### src/hw/plot_map.vh
/*
 * Register map, key values and field positions of the protected
 * register lock and oscillator trim block.
 * Assumes byte addresses decoded on the low 12 address bits.
 */
`ifndef PLOT_MAP_VH
`define PLOT_MAP_VH

// ----------------------------------------
// Register offsets
// ----------------------------------------
`define PLOT_ADDR_W        12
`define PLOT_OFS_LOCK_KEY  12'h100
`define PLOT_OFS_TRIM_CTL  12'h110
`define PLOT_OFS_BANK0     12'h118
`define PLOT_OFS_BANK1     12'h11c
`define PLOT_OFS_BANK2     12'h120

// ----------------------------------------
// Unlock key values
// ----------------------------------------
`define PLOT_KEY1          32'h00000059
`define PLOT_KEY2          32'h00000016
`define PLOT_KEY3          32'h00000088

// ----------------------------------------
// Field positions
// ----------------------------------------
`define PLOT_LOCK_BIT      0
`define PLOT_RANGE_BIT     15
`define PLOT_ACTIVE_TRIM_VALUE_MSB      9
`define PLOT_ACTIVE_TRIM_VALUE_W        10
`define PLOT_BANK_EN_BIT   31
`define PLOT_BANK_TRIM_MSB 15
`define PLOT_BANK_TRIM_W   16

// ----------------------------------------
// Reset values
// ----------------------------------------
`define PLOT_LOCK_RST      1'b0
`define PLOT_BANK2_RST     10'h000
`define PLOT_RANGE_RST     1'b0

`endif

### src/hw/plot_lock.v
/*
 * Key-sequence lock guarding the protected registers.
 * Assumes one write strobe per committed bus write and a separate
 * flag telling whether that write hit the lock key register.
 */
`timescale 1ns/1ps
`default_nettype none
`include "plot_map.vh"

module plot_lock (
	// Clock and reset
	input  wire        clk_in,
	input  wire        srst_in,
	input  wire        ce_in,
	// Write commit
	input  wire        wr_in,
	input  wire        key_hit_in,
	input  wire [31:0] wdata_in,
	// Status
	output wire        unlocked_out
);

	// ----------------------------------------
	// Sequence states
	// ----------------------------------------
	localparam [1:0] ST_WAIT1 = 2'd0;
	localparam [1:0] ST_WAIT2 = 2'd1;
	localparam [1:0] ST_WAIT3 = 2'd2;
	localparam [1:0] ST_OPEN  = 2'd3;

	reg [1:0] state_q;
	reg [1:0] state_d;

	always @* begin
		state_d = state_q;
		if (wr_in) begin
			case (state_q)
				// Abort on mismatch
				// Back to first key
				ST_WAIT1: state_d = (key_hit_in && wdata_in == `PLOT_KEY1) ? ST_WAIT2 : ST_WAIT1;
				ST_WAIT2: state_d = (key_hit_in && wdata_in == `PLOT_KEY2) ? ST_WAIT3 : ST_WAIT1;
				// Third key unlocks
				ST_WAIT3: state_d = (key_hit_in && wdata_in == `PLOT_KEY3) ? ST_OPEN : ST_WAIT1;
				// Any key write relocks
				ST_OPEN:  state_d = key_hit_in ? ST_WAIT1 : ST_OPEN;
				default:  state_d = ST_WAIT1;
			endcase
		end
	end

	// Locked after reset
	always @(posedge clk_in) begin
		if (srst_in) begin
			state_q <= ST_WAIT1;
		end else if (ce_in) begin
			state_q <= state_d;
		end
	end

	assign unlocked_out = (state_q == ST_OPEN);

endmodule // plot_lock

`default_nettype wire

### src/hw/plot_trim_bank.v
/*
 * One oscillator trim bank: range enable and sign-extended trim.
 * Assumes reset values are presented during the synchronous reset.
 */
`timescale 1ns/1ps
`default_nettype none
`include "plot_map.vh"

module plot_trim_bank #(
	parameter ACTIVE_TRIM_VALUE_W = 10,
	parameter TRIM_W = 16
) (
	// Clock and reset
	input  wire              clk_in,
	input  wire              srst_in,
	input  wire              ce_in,
	// Reset load
	input  wire [ACTIVE_TRIM_VALUE_W-1:0] init_active_trim_value_in,
	input  wire              init_low_in,
	// Update
	input  wire              load_in,
	input  wire [ACTIVE_TRIM_VALUE_W-1:0] active_trim_value_in,
	input  wire              low_in,
	// State
	output reg  [TRIM_W-1:0] trim_q_out,
	output reg               low_q_out
);

	// ----------------------------------------
	// Storage
	// ----------------------------------------
	// Sign-extended trim
	always @(posedge clk_in) begin
		if (srst_in) begin
			trim_q_out <= {{(TRIM_W-ACTIVE_TRIM_VALUE_W){init_active_trim_value_in[ACTIVE_TRIM_VALUE_W-1]}}, init_active_trim_value_in};
			low_q_out  <= init_low_in;
		end else if (ce_in && load_in) begin
			trim_q_out <= {{(TRIM_W-ACTIVE_TRIM_VALUE_W){active_trim_value_in[ACTIVE_TRIM_VALUE_W-1]}}, active_trim_value_in};
			low_q_out  <= low_in;
		end
	end

endmodule // plot_trim_bank

`default_nettype wire

### src/hw/plot_top.v
/*
 * AHB-Lite register block: protected register lock key, oscillator
 * trim control register and the three trim banks it mirrors.
 * Assumes bank select comes from the clock controller as a level and
 * factory trims are valid while reset is held.
 */
// Chosen here: the AHB-Lite register port.
`timescale 1ns/1ps
`default_nettype none
`include "plot_map.vh"

// Function
// After reset the protected registers are locked until unlocked.
// Writing 0x59, 0x16, 0x88 in order to the key register unlocks.
// A wrong value, wrong order or other address aborts the sequence.
// Reading the key register gives the lock state in bit 0, 1 open.
// Any write to the key register while unlocked locks again.
// While locked, writes to protected registers are dropped.
// Bits 31 to 1 of the key register are reserved and read zero.
// Bank select 0, 1 or 2 picks which trim bank the control shows.
// Reset loads factory trims for banks 0 and 1; bank 2 has none.
// Writing the trim value writes the selected bank, and vice versa.
// The trim control register is protected by the lock.
// Control bit 15 picks the low 2MHz range when one, high when zero.
// Control bits 9 to 0 hold the trim; bits other than 15 are reserved.
// Each bank holds a 16-bit sign-extended copy of the 10-bit trim.
// An aborted sequence waits again for the first key.
module plot_top #(
	parameter NBANK  = 3,
	parameter ACTIVE_TRIM_VALUE_W = 10,
	parameter TRIM_W = 16
) (
	// Clock, reset, enable
	input  wire              clk_in,
	input  wire              srst_in,
	input  wire              ce_in,
	// AHB-Lite slave
	input  wire              hsel_in,
	input  wire [31:0]       haddr_in,
	input  wire [1:0]        htrans_in,
	input  wire              hwrite_in,
	input  wire [2:0]        hsize_in,
	input  wire              hready_in,
	input  wire [31:0]       hwdata_in,
	output reg  [31:0]       hrdata_out,
	output wire              hreadyout_out,
	output wire              hresp_out,
	// Clock controller and factory data
	input  wire [1:0]        osc_bank_select_in,
	input  wire [ACTIVE_TRIM_VALUE_W-1:0] factory_trim0_in,
	input  wire [ACTIVE_TRIM_VALUE_W-1:0] factory_trim1_in,
	// Oscillator control
	output reg  [ACTIVE_TRIM_VALUE_W-1:0] active_trim_value_out,
	output reg               osc_range_low_out,
	output reg               unlocked_out
);

	// ----------------------------------------
	// Bus phase tracking
	// ----------------------------------------
	reg                    wr_ph_q;
	reg                    rd_ph_q;
	reg                    rd_ok_q;
	reg [`PLOT_ADDR_W-1:0] addr_q;
	wire                   take;
	wire                   wr_go;
	wire                   unlocked;

	assign take = ce_in & hsel_in & hready_in & htrans_in[1];
	assign wr_go = ce_in & wr_ph_q;

	// Reads take one wait state so read data comes from a flop
	assign hreadyout_out = ce_in & (~rd_ph_q | rd_ok_q);
	assign hresp_out = 1'b0;

	always @(posedge clk_in) begin
		if (srst_in) begin
			wr_ph_q <= 1'b0;
			rd_ph_q <= 1'b0;
			rd_ok_q <= 1'b0;
			addr_q  <= {`PLOT_ADDR_W{1'b0}};
		end else if (ce_in) begin
			if (hready_in) begin
				wr_ph_q <= take & hwrite_in;
				rd_ph_q <= take & ~hwrite_in;
				rd_ok_q <= 1'b0;
				if (take) begin
					addr_q <= haddr_in[`PLOT_ADDR_W-1:0];
				end
			end else if (rd_ph_q) begin
				rd_ok_q <= 1'b1;
			end
		end
	end

	// ----------------------------------------
	// Address decode of the data phase
	// ----------------------------------------
	wire hit_key;
	wire hit_ctl;
	wire hit_b0;
	wire hit_b1;
	wire hit_b2;

	assign hit_key = ({2'b00, addr_q[`PLOT_ADDR_W-1:2]} == (`PLOT_OFS_LOCK_KEY >> 2));
	assign hit_ctl = ({2'b00, addr_q[`PLOT_ADDR_W-1:2]} == (`PLOT_OFS_TRIM_CTL >> 2));
	assign hit_b0  = ({2'b00, addr_q[`PLOT_ADDR_W-1:2]} == (`PLOT_OFS_BANK0 >> 2));
	assign hit_b1  = ({2'b00, addr_q[`PLOT_ADDR_W-1:2]} == (`PLOT_OFS_BANK1 >> 2));
	assign hit_b2  = ({2'b00, addr_q[`PLOT_ADDR_W-1:2]} == (`PLOT_OFS_BANK2 >> 2));

	// ----------------------------------------
	// Key-sequence lock
	// ----------------------------------------
	plot_lock u_lock (
		.clk_in       (clk_in),
		.srst_in      (srst_in),
		.ce_in        (ce_in),
		.wr_in        (wr_go),
		.key_hit_in   (hit_key),
		.wdata_in     (hwdata_in),
		.unlocked_out (unlocked)
	);

	// ----------------------------------------
	// Trim banks
	// ----------------------------------------
	wire [NBANK-1:0]        bank_hit;
	wire [NBANK-1:0]        bank_load;
	wire [NBANK-1:0]        bank_low;
	wire [NBANK*TRIM_W-1:0] bank_trim;
	wire [NBANK*ACTIVE_TRIM_VALUE_W-1:0] bank_init;
	wire                    ctl_wr;
	wire [ACTIVE_TRIM_VALUE_W-1:0]       wr_active_trim_value;
	wire                    wr_low;

	assign bank_hit = {hit_b2, hit_b1, hit_b0};

	// Factory trims, bank two unset
	assign bank_init = {`PLOT_BANK2_RST, factory_trim1_in, factory_trim0_in};

	// Locked writes dropped
	// Control is protected
	assign ctl_wr = wr_go & hit_ctl & unlocked;

	// Control write uses bits 9:0 and 15, bank write uses 9:0 and 31
	assign wr_active_trim_value = hwdata_in[`PLOT_ACTIVE_TRIM_VALUE_MSB:0];
	assign wr_low  = hit_ctl ? hwdata_in[`PLOT_RANGE_BIT] : hwdata_in[`PLOT_BANK_EN_BIT];

	genvar gi;
	generate
		for (gi = 0; gi < NBANK; gi = gi + 1) begin : g_bank
			// Two views stay consistent
			assign bank_load[gi] = (wr_go & bank_hit[gi])
				| (ctl_wr & ({30'h00000000, osc_bank_select_in} == gi));

			plot_trim_bank #(
				.ACTIVE_TRIM_VALUE_W (ACTIVE_TRIM_VALUE_W),
				.TRIM_W (TRIM_W)
			) u_bank (
				.clk_in       (clk_in),
				.srst_in      (srst_in),
				.ce_in        (ce_in),
				.init_active_trim_value_in (bank_init[gi*ACTIVE_TRIM_VALUE_W +: ACTIVE_TRIM_VALUE_W]),
				.init_low_in  (`PLOT_RANGE_RST),
				.load_in      (bank_load[gi]),
				.active_trim_value_in      (wr_active_trim_value),
				.low_in       (wr_low),
				.trim_q_out   (bank_trim[gi*TRIM_W +: TRIM_W]),
				.low_q_out    (bank_low[gi])
			);
		end
	endgenerate

	// ----------------------------------------
	// Selected bank view
	// ----------------------------------------
	reg [ACTIVE_TRIM_VALUE_W-1:0] sel_active_trim_value;
	reg              sel_low;

	// Bank select mirror
	always @* begin
		sel_active_trim_value = {ACTIVE_TRIM_VALUE_W{1'b0}};
		sel_low  = 1'b0;
		case (osc_bank_select_in)
			2'd0: begin
				sel_active_trim_value = bank_trim[0*TRIM_W +: ACTIVE_TRIM_VALUE_W];
				sel_low  = bank_low[0];
			end
			2'd1: begin
				sel_active_trim_value = bank_trim[1*TRIM_W +: ACTIVE_TRIM_VALUE_W];
				sel_low  = bank_low[1];
			end
			2'd2: begin
				sel_active_trim_value = bank_trim[2*TRIM_W +: ACTIVE_TRIM_VALUE_W];
				sel_low  = bank_low[2];
			end
			default: begin
				sel_active_trim_value = {ACTIVE_TRIM_VALUE_W{1'b0}};
				sel_low  = 1'b0;
			end
		endcase
	end

	// ----------------------------------------
	// Read mux
	// ----------------------------------------
	reg [31:0] rd_d;

	always @* begin
		rd_d = 32'h00000000;
		if (hit_key) begin
			// Lock state in bit 0
			// Upper bits read zero
			rd_d[`PLOT_LOCK_BIT] = unlocked;
		end else if (hit_ctl) begin
			// Range bit
			// Trim field, rest zero
			rd_d[`PLOT_ACTIVE_TRIM_VALUE_MSB:0]  = sel_active_trim_value;
			rd_d[`PLOT_RANGE_BIT]   = sel_low;
		end else if (hit_b0) begin
			rd_d[`PLOT_BANK_TRIM_MSB:0] = bank_trim[0*TRIM_W +: TRIM_W];
			rd_d[`PLOT_BANK_EN_BIT]     = bank_low[0];
		end else if (hit_b1) begin
			rd_d[`PLOT_BANK_TRIM_MSB:0] = bank_trim[1*TRIM_W +: TRIM_W];
			rd_d[`PLOT_BANK_EN_BIT]     = bank_low[1];
		end else if (hit_b2) begin
			rd_d[`PLOT_BANK_TRIM_MSB:0] = bank_trim[2*TRIM_W +: TRIM_W];
			rd_d[`PLOT_BANK_EN_BIT]     = bank_low[2];
		end
	end

	always @(posedge clk_in) begin
		if (srst_in) begin
			hrdata_out <= 32'h00000000;
		end else if (ce_in && rd_ph_q && !rd_ok_q) begin
			hrdata_out <= rd_d;
		end
	end

	// ----------------------------------------
	// Registered oscillator outputs
	// ----------------------------------------
	always @(posedge clk_in) begin
		if (srst_in) begin
			active_trim_value_out <= {ACTIVE_TRIM_VALUE_W{1'b0}};
			osc_range_low_out     <= `PLOT_RANGE_RST;
			unlocked_out          <= `PLOT_LOCK_RST;
		end else if (ce_in) begin
			active_trim_value_out <= sel_active_trim_value;
			osc_range_low_out     <= sel_low;
			unlocked_out          <= unlocked;
		end
	end

endmodule // plot_top

`default_nettype wire

### config.mk
export PLATFORM = sky130hd
export DESIGN_NAME = plot_top
export DESIGN_NICKNAME = d
export VERILOG_FILES = /design/src/hw/plot_lock.v /design/src/hw/plot_trim_bank.v /design/src/hw/plot_top.v
export VERILOG_INCLUDE_DIRS = /design/src /design/src/hw
export SDC_FILE = /design/constraint.sdc
export NUM_CORES = 1
export LEC_CHECK = 0
export BUFFER_PORTS_ARGS = -buffer_cell sky130_fd_sc_hd__clkbuf_2
export CAP_MARGIN = 30
export CELL_PAD_IN_SITES_DETAIL_PLACEMENT = 1
export CELL_PAD_IN_SITES_GLOBAL_PLACEMENT = 2
export CORE_UTILIZATION = 28
export DETAILED_ROUTE_END_ITERATION = 10
export GPL_ROUTABILITY_DRIVEN = 1
export PLACE_DENSITY_LB_ADDON = 0.1
export SLEW_MARGIN = 25
export SYNTH_ARGS = -nofsm -noshare
export SYNTH_HDL_FRONTEND = slang
export SYNTH_HIERARCHICAL = 1
export SYNTH_SLANG_ARGS = --single-unit
### constraint.sdc
create_clock -name clk_in -period 2.1 [get_ports clk_in]
set_input_delay 0.315 -clock clk_in [delete_from_list [all_inputs] [get_ports clk_in]]
set_output_delay 0.315 -clock clk_in [all_outputs]
set_load 0.05 [all_outputs]
# Word-level counts from Yosys, hierarchy flattened
# Index checks and enable logic that the tools add are counted.
# Widths: inputs -> output; s select.
dict set report classes {
  n_reduce_logical 18
  n_eq_ne 13
  bitwise_logic 21
  n_mux 27
}
# cell count
set ops {}
lappend ops {{$mux 16} 7}
lappend ops {{$eq 10x7->1 const B} 5}
lappend ops {{$eq 32x5->1 const B} 1}
lappend ops {{$eq 32x7->1 const B} 1}
lappend ops {{$eq 32x8->1 const B} 1}
lappend ops {{$pmux 10 s3} 1}
lappend ops {{$and 1x1->1} 15}
lappend ops {{$mux 15} 1}
lappend ops {{$mux 1} 11}
lappend ops {{$mux 10} 1}
lappend ops {{$logic_and 1x1->1} 8}
lappend ops {{$pmux 2 s4} 1}
lappend ops {{$eq 2x2->1 const B} 3}
lappend ops {{$mux 2} 3}
lappend ops {{$reduce_and 2->1} 3}
lappend ops {{$reduce_bool 2->1} 3}
lappend ops {{$mux 5} 1}
lappend ops {{$eq 2x1->1 const B} 2}
lappend ops {{$logic_not 2->1} 2}
lappend ops {{$or 1x1->1} 4}
lappend ops {{$pmux 1 s3} 1}
lappend ops {{$reduce_and 3->1} 1}
lappend ops {{$not 1->1} 2}
lappend ops {{$logic_not 1->1} 1}
dict set report totals {
  output_inout_bits 46
  regBits 91
}

# Longest topological paths before layout
dict set report depth {
  word_depth 8
  ltp_mapped 7
}

# Hierarchy
# The synthesis kept the hierarchy.
# mod area_per_inst_um2 seq_area_each_um2 cells_per_inst n_inst
set modules_own_cells {}
lappend modules_own_cells {plot_top 2557.5 840.8 316 1}
lappend modules_own_cells {plot_trim_bank 553.0 330.3 30 3}
lappend modules_own_cells {plot_lock 247.7 40.0 31 1}

# Worst setup path before layout
# No wires, ideal clock.
dict set report synth_path {
  kind {input port to output port}
  start {input port ce_in}
  end {output port hreadyout_out}
  required_time_ns 1.785
  slack_ns -0.460
  arrival_ns 2.245
  path_stages 3
  path_buffers 2
  cell_sequence {buf_1 clkbuf_1 a21boi_0}
}
dict set report synth_between {
  elab_chain_cells 1
}
# item line
set synth_rtl {}
lappend synth_rtl {{start: declaration} plot_top.v:36} ;# input wire ce_in,
lappend synth_rtl {{$and 1x1->1} plot_top.v:73} ;# assign hreadyout_out = ce_in & (~rd_ph_q | rd_ok_q);
lappend synth_rtl {{end: declaration} plot_top.v:46} ;# output wire hreadyout_out,
# No other way between the ends.

# Worst setup path after layout
dict set report layout_path {
  start {register addr_q[11]}
  end {register u_lock.state_q[0]}
}
dict set report layout_between {
  elab_chain_cells 4
  word_cells_on_any_way 7
  classes_between {1 x eq/ne; 4 x mux; 2 x reduce/logical}
}
# item line
set layout_rtl {}
lappend layout_rtl {{start: declaration} plot_top.v:64} ;# reg [`PLOT_ADDR_W-1:0] addr_q;
lappend layout_rtl {{start signal: assignment} plot_top.v:81} ;# addr_q <= {`PLOT_ADDR_W{1'b0}};
lappend layout_rtl {{start signal: assignment} plot_top.v:88} ;# addr_q <= haddr_in[`PLOT_ADDR_W-1:0];
lappend layout_rtl {{$eq 10x7->1 *} plot_top.v:105} ;# assign hit_key = ({2'b00, addr_q[`PLOT_ADDR_W-1:2]} == (`PLOT_OFS_LOCK_KEY >> 2));
lappend layout_rtl {{named net hit_key} plot_top.v:99} ;# wire hit_key;
lappend layout_rtl {{$logic_and 1x1->1 (no line)} --}
lappend layout_rtl {{$mux 2 / $mux 1 (equally long branches)} {plot_lock.v:43, plot_lock.v:40}}
lappend layout_rtl {{$pmux 2 s4 *} plot_lock.v:37} ;# case (state_q)
lappend layout_rtl {{end signal: assignment} plot_lock.v:56} ;# state_q <= state_d;
lappend layout_rtl {{end: declaration} plot_lock.v:31} ;# reg [1:0] state_q;
# The timed path passes the listed nets; every way through them passes the cells marked *.
# A chain may end at the register's enable or synchronous reset.

==> reports/metrics.csv <==
stage,metric,value,unit
synthesis,Unique masters post-synth,61,
synthesis,library cell occupying the most area in the post-synthesis netlist,edfxtp_1,
sta,Final WS setup,8.95,ps
sta,accumulated negative setup slack,0,ps
critical_path,longest individual stage delay on the worst path,550,ps
routing,via total after detailed routing,3696,
global_route,first-pass GRT wire length,21300,um
critical_path,"Critical Path, Cell by Cell",or4_4 -> nor4_2 -> buf_4 -> inv_4 -> nor4_4 -> nand4_1 -> o32ai_2,
clocking,buffer depth of the longest clock path,2,
synthesis,YS warnings,6,
sta,final number of max-transition violations,0,
critical_path,arrival time at the worst endpoint,2350,ps
global_route,number of antenna violations at the first check in global routing,0,
layout,fill cell count,1775,
critical_path,worst reg-to-reg setup slack,9,ps
critical_path,critical path's top delay family,simple AND/OR/NAND/NOR gates,
layout,number of inserted diodes,0,
clocking,worst-skew pair later-pin latency,340,ps
layout,layout cell share with drive strength beyond 1,39.9,%
floorplan,die footprint,16500,um2
synthesis,cell types occupying the most area after synthesis,"edfxtp_1, dfxtp_1, mux2_4",
routing,DR iter-0 viols,102,
global_route,largest net degree at the start of global routing,27,
global_route,Overflow after GRT,0,
min_path,class of the tightest hold or removal check,primary input to register,
clocking,"Hold-fix buffers, CTS",0,
critical_path,buffer and inverter count on the worst path,2,
power_and_ir_drop,pwr/cell area,677,nW/um2
routing,routed length per placed instance,17.4,um
synthesis,top flip-flop cell by instance count after synthesis,dfxtp_1,
floorplan,num rows,45,
layout,Nets,659,
routing,final WL,13500,um
synthesis,share of the yosys chip area belonging to registers,41.9,%
critical_path,endpoint type of the worst setup path,register,
synthesis,number of register bits inferred by synthesis,77,
sta,Final Hold Viols,0,
global_route,number of global-route vias before repair,3952,
clocking,cell chosen for the clock root,clkbuf_16,
sta,relative max-transition margin,53.0,%
critical_path,Worst Setup Start Kind,register,
layout,utilization after layout,37.2,%
clocking,number of H-tree levels,3,
clocking,CTS tree,done,
synthesis,Avg Inst Size Synth,10.2,um2
synthesis,number of enable flip-flop cells after synthesis,33,
synthesis,portion of synthesized cell area occupied by the leading cell type,22.2,%
clocking,CTS sink count,77,
placed_design,Routability Congestion,0.832,
clocking,"Reg clk slew, reported paths",60,ps
floorplan,Boundary Pins,143,
critical_path,Crit path required time,2360,ps
power_and_ir_drop,power consumption,3.88,mW
sta,worst clock skew on the final layout,6.22,ps
sta,minimum clock period after layout,2090,ps
placed_design,number of buffers inserted by port buffering,100,
flow_run,max-cap viol count,0,
synthesis,synthesized area,4460,um2
floorplan,Core Area,15400,um2
floorplan,vertical die dimension,128,um
layout,signed area change from the synthesized netlist to the final layout,28.2,%
sta,final setup vio count,0,
routing,post-route DRC violation count,0,
power_and_ir_drop,Leakage Power,2.36,nW
floorplan,Initial Util,29.0,%
critical_path,cell at the slowest stage of the critical path,or4_4,
sta,highest achievable clock rate,478,MHz
power_and_ir_drop,IR Drop Worst-Case VDD,0.000376,V
synthesis,post-synthesis instance total,437,
routing,DR pass1 iterations,4,
sta,post-route fraction of the period consumed by the critical path,99.6,%
synthesis,share of synthesized flip-flops with an asynchronous set or reset,0,%
routing,count of antenna-violating nets left after detailed routing,0,
placed_design,HPWL after DPL,10600,um
critical_path,maximum fanout along the worst path,4,
sta,setup repair after global routing missed its margin,yes,
placed_design,dpl ws,-123,ps
run_status,status,"complete, no violations",
floorplan,die extent in x,128,um
critical_path,critical path class,register to register,
global_route,global-route usage over all layers,17.2,%
routing,post-detailed-route via-to-cell ratio,4.75,
clocking,number of CTS-inserted buffers,9,
sta,worst-margin pin slew,705,ps
final timing paths:
path,start,to,cells after the start
hold reg to reg,hrdata_out[13],hrdata_out[13],2
setup / recovery,addr_q[11],u_lock/state_q[0],7
setup reg to reg,addr_q[11],u_lock/state_q[0],7
hold / removal,haddr_in[11],addr_q[11],3
cells by family (layout without fill, tap and decap cells):
family | count (synthesis) | count (layout) | share of synthesized area [%]
simple gates | 136 | 136 | 16.6
compound gates | 99 | 100 | 15.6
other cells | 1 | 29 | 0.0840
mux | 60 | 60 | 16.7
flops | 77 | 77 | 41.9
buf+inv | 64 | 165 | 9.05
state kept, by name, indices dropped and copies added (netlist names):
name and cells:
active_trim_value_out 10, addr_q 10, g_bank.u_bank/low_q_out 3, g_bank.u_bank/trim_q_out 30
hrdata_out 17, osc_range_low_out 1, rd_ok_q 1, rd_ph_q 1
u_lock/state_q 2, unlocked_out 1, wr_ph_q 1
per-layer routing:
metal,up-vias,GRT usage [%],part of all wire [%]
met1,1756,21.9,47
met3,17,4.05,4.4
li1,1812,-,-
met2,111,27.9,46
met5,-,0,0
met4,0,7.13,2.1
layout by cell type (no fill, tap or decap), drive strengths merged, types with 2 or more instances in the layout:
master / instances
clkbuf: 111
or4: 2
nand2: 37
nand2b: 11
a21boi: 2
o2bb2ai: 9
nor4: 11
mux2: 35
buf: 45
nor2b: 5
a22oi: 12
a32oi: 4
a31oi: 3
and3: 3
nor3: 6
o21ai: 8
nor2: 37
or4b: 2
nand4: 3
a21o: 9
dfxtp: 44
nand3: 4
nor4b: 5
conb: 29
nor3b: 2
a21oi: 29
o31ai: 10
a211oi: 4
mux2i: 25
and2: 2
edfxtp: 33
clkinv: 3
inv: 5
final cells by class:
cell class / count / area, um2 / share of cell area [%]
inverters: 5 / 21.3 / 0.372
multi-input cells: 325 / 2390 / 41.8
repair buffers: 144 / 868 / 15.2
clock buffers: 12 / 246 / 4.31
well taps: 211 / 264 / 4.61
flip-flops and latches: 77 / 1880 / 32.9
clock inverters: 4 / 47.5 / 0.831
power by group:
part | internal [mW] | total (mW) | switching, mW
registers | 1.65 | 1.72 | 0.0630
logic | 0.242 | 0.594 | 0.352
clock network | 0.950 | 1.57 | 0.618
total | 2.85 | 3.88 | 1.03
worst min-delay path, cell delays in order:
cell      delay (ps)
clkbuf_2          80
nand2_1           50
a21oi_1           50
repair_timing:
action,4_1_cts,5_1_grt
pin swaps,9,10
setup endpoints to repair,35,35
cloned,0,1
setup buffers,3,3
gates resized for setup,15,10
synthesized netlist by cell type (2+ instances only):
cell type and n:
nand4_1 3, a21oi_1 29, and3_1 3, nor3b_1 2
nor2b_1 5, o31ai_1 10, a211oi_1 4, buf_6 4
o21ai_0 7, o2bb2ai_1 9, nand2_1 37, nor2_1 36
nor3_1 3, or4b_1 2, a31oi_1 3, mux2_2 8
buf_2 5, a21o_2 3, buf_4 34, nor4_2 2
mux2i_1 25, nor3_4 2, nor4b_1 4, clkbuf_1 13
nand3_1 4, buf_1 3, edfxtp_1 33, nand2b_1 11
dfxtp_1 44, a21o_1 5, nor4_1 9, a32oi_1 4
and2_1 2, mux2_4 27, a22oi_1 12, inv_1 5
per-stage QoR:
stage | std cells | instance area, um2 | hold slack, ps
6_report | 778 | 5720 | 188
5_1_grt | 778 | 5720 | 195
4_1_cts | 774 | 5660 | 181
3_5_place_dp | 755 | 5280 | 448
3_3_place_gp | 755 | 5280 | 442
2_1_floorplan | 465 | 4580 | 416
No activity file was read; power rests on OpenSTA's default activity.
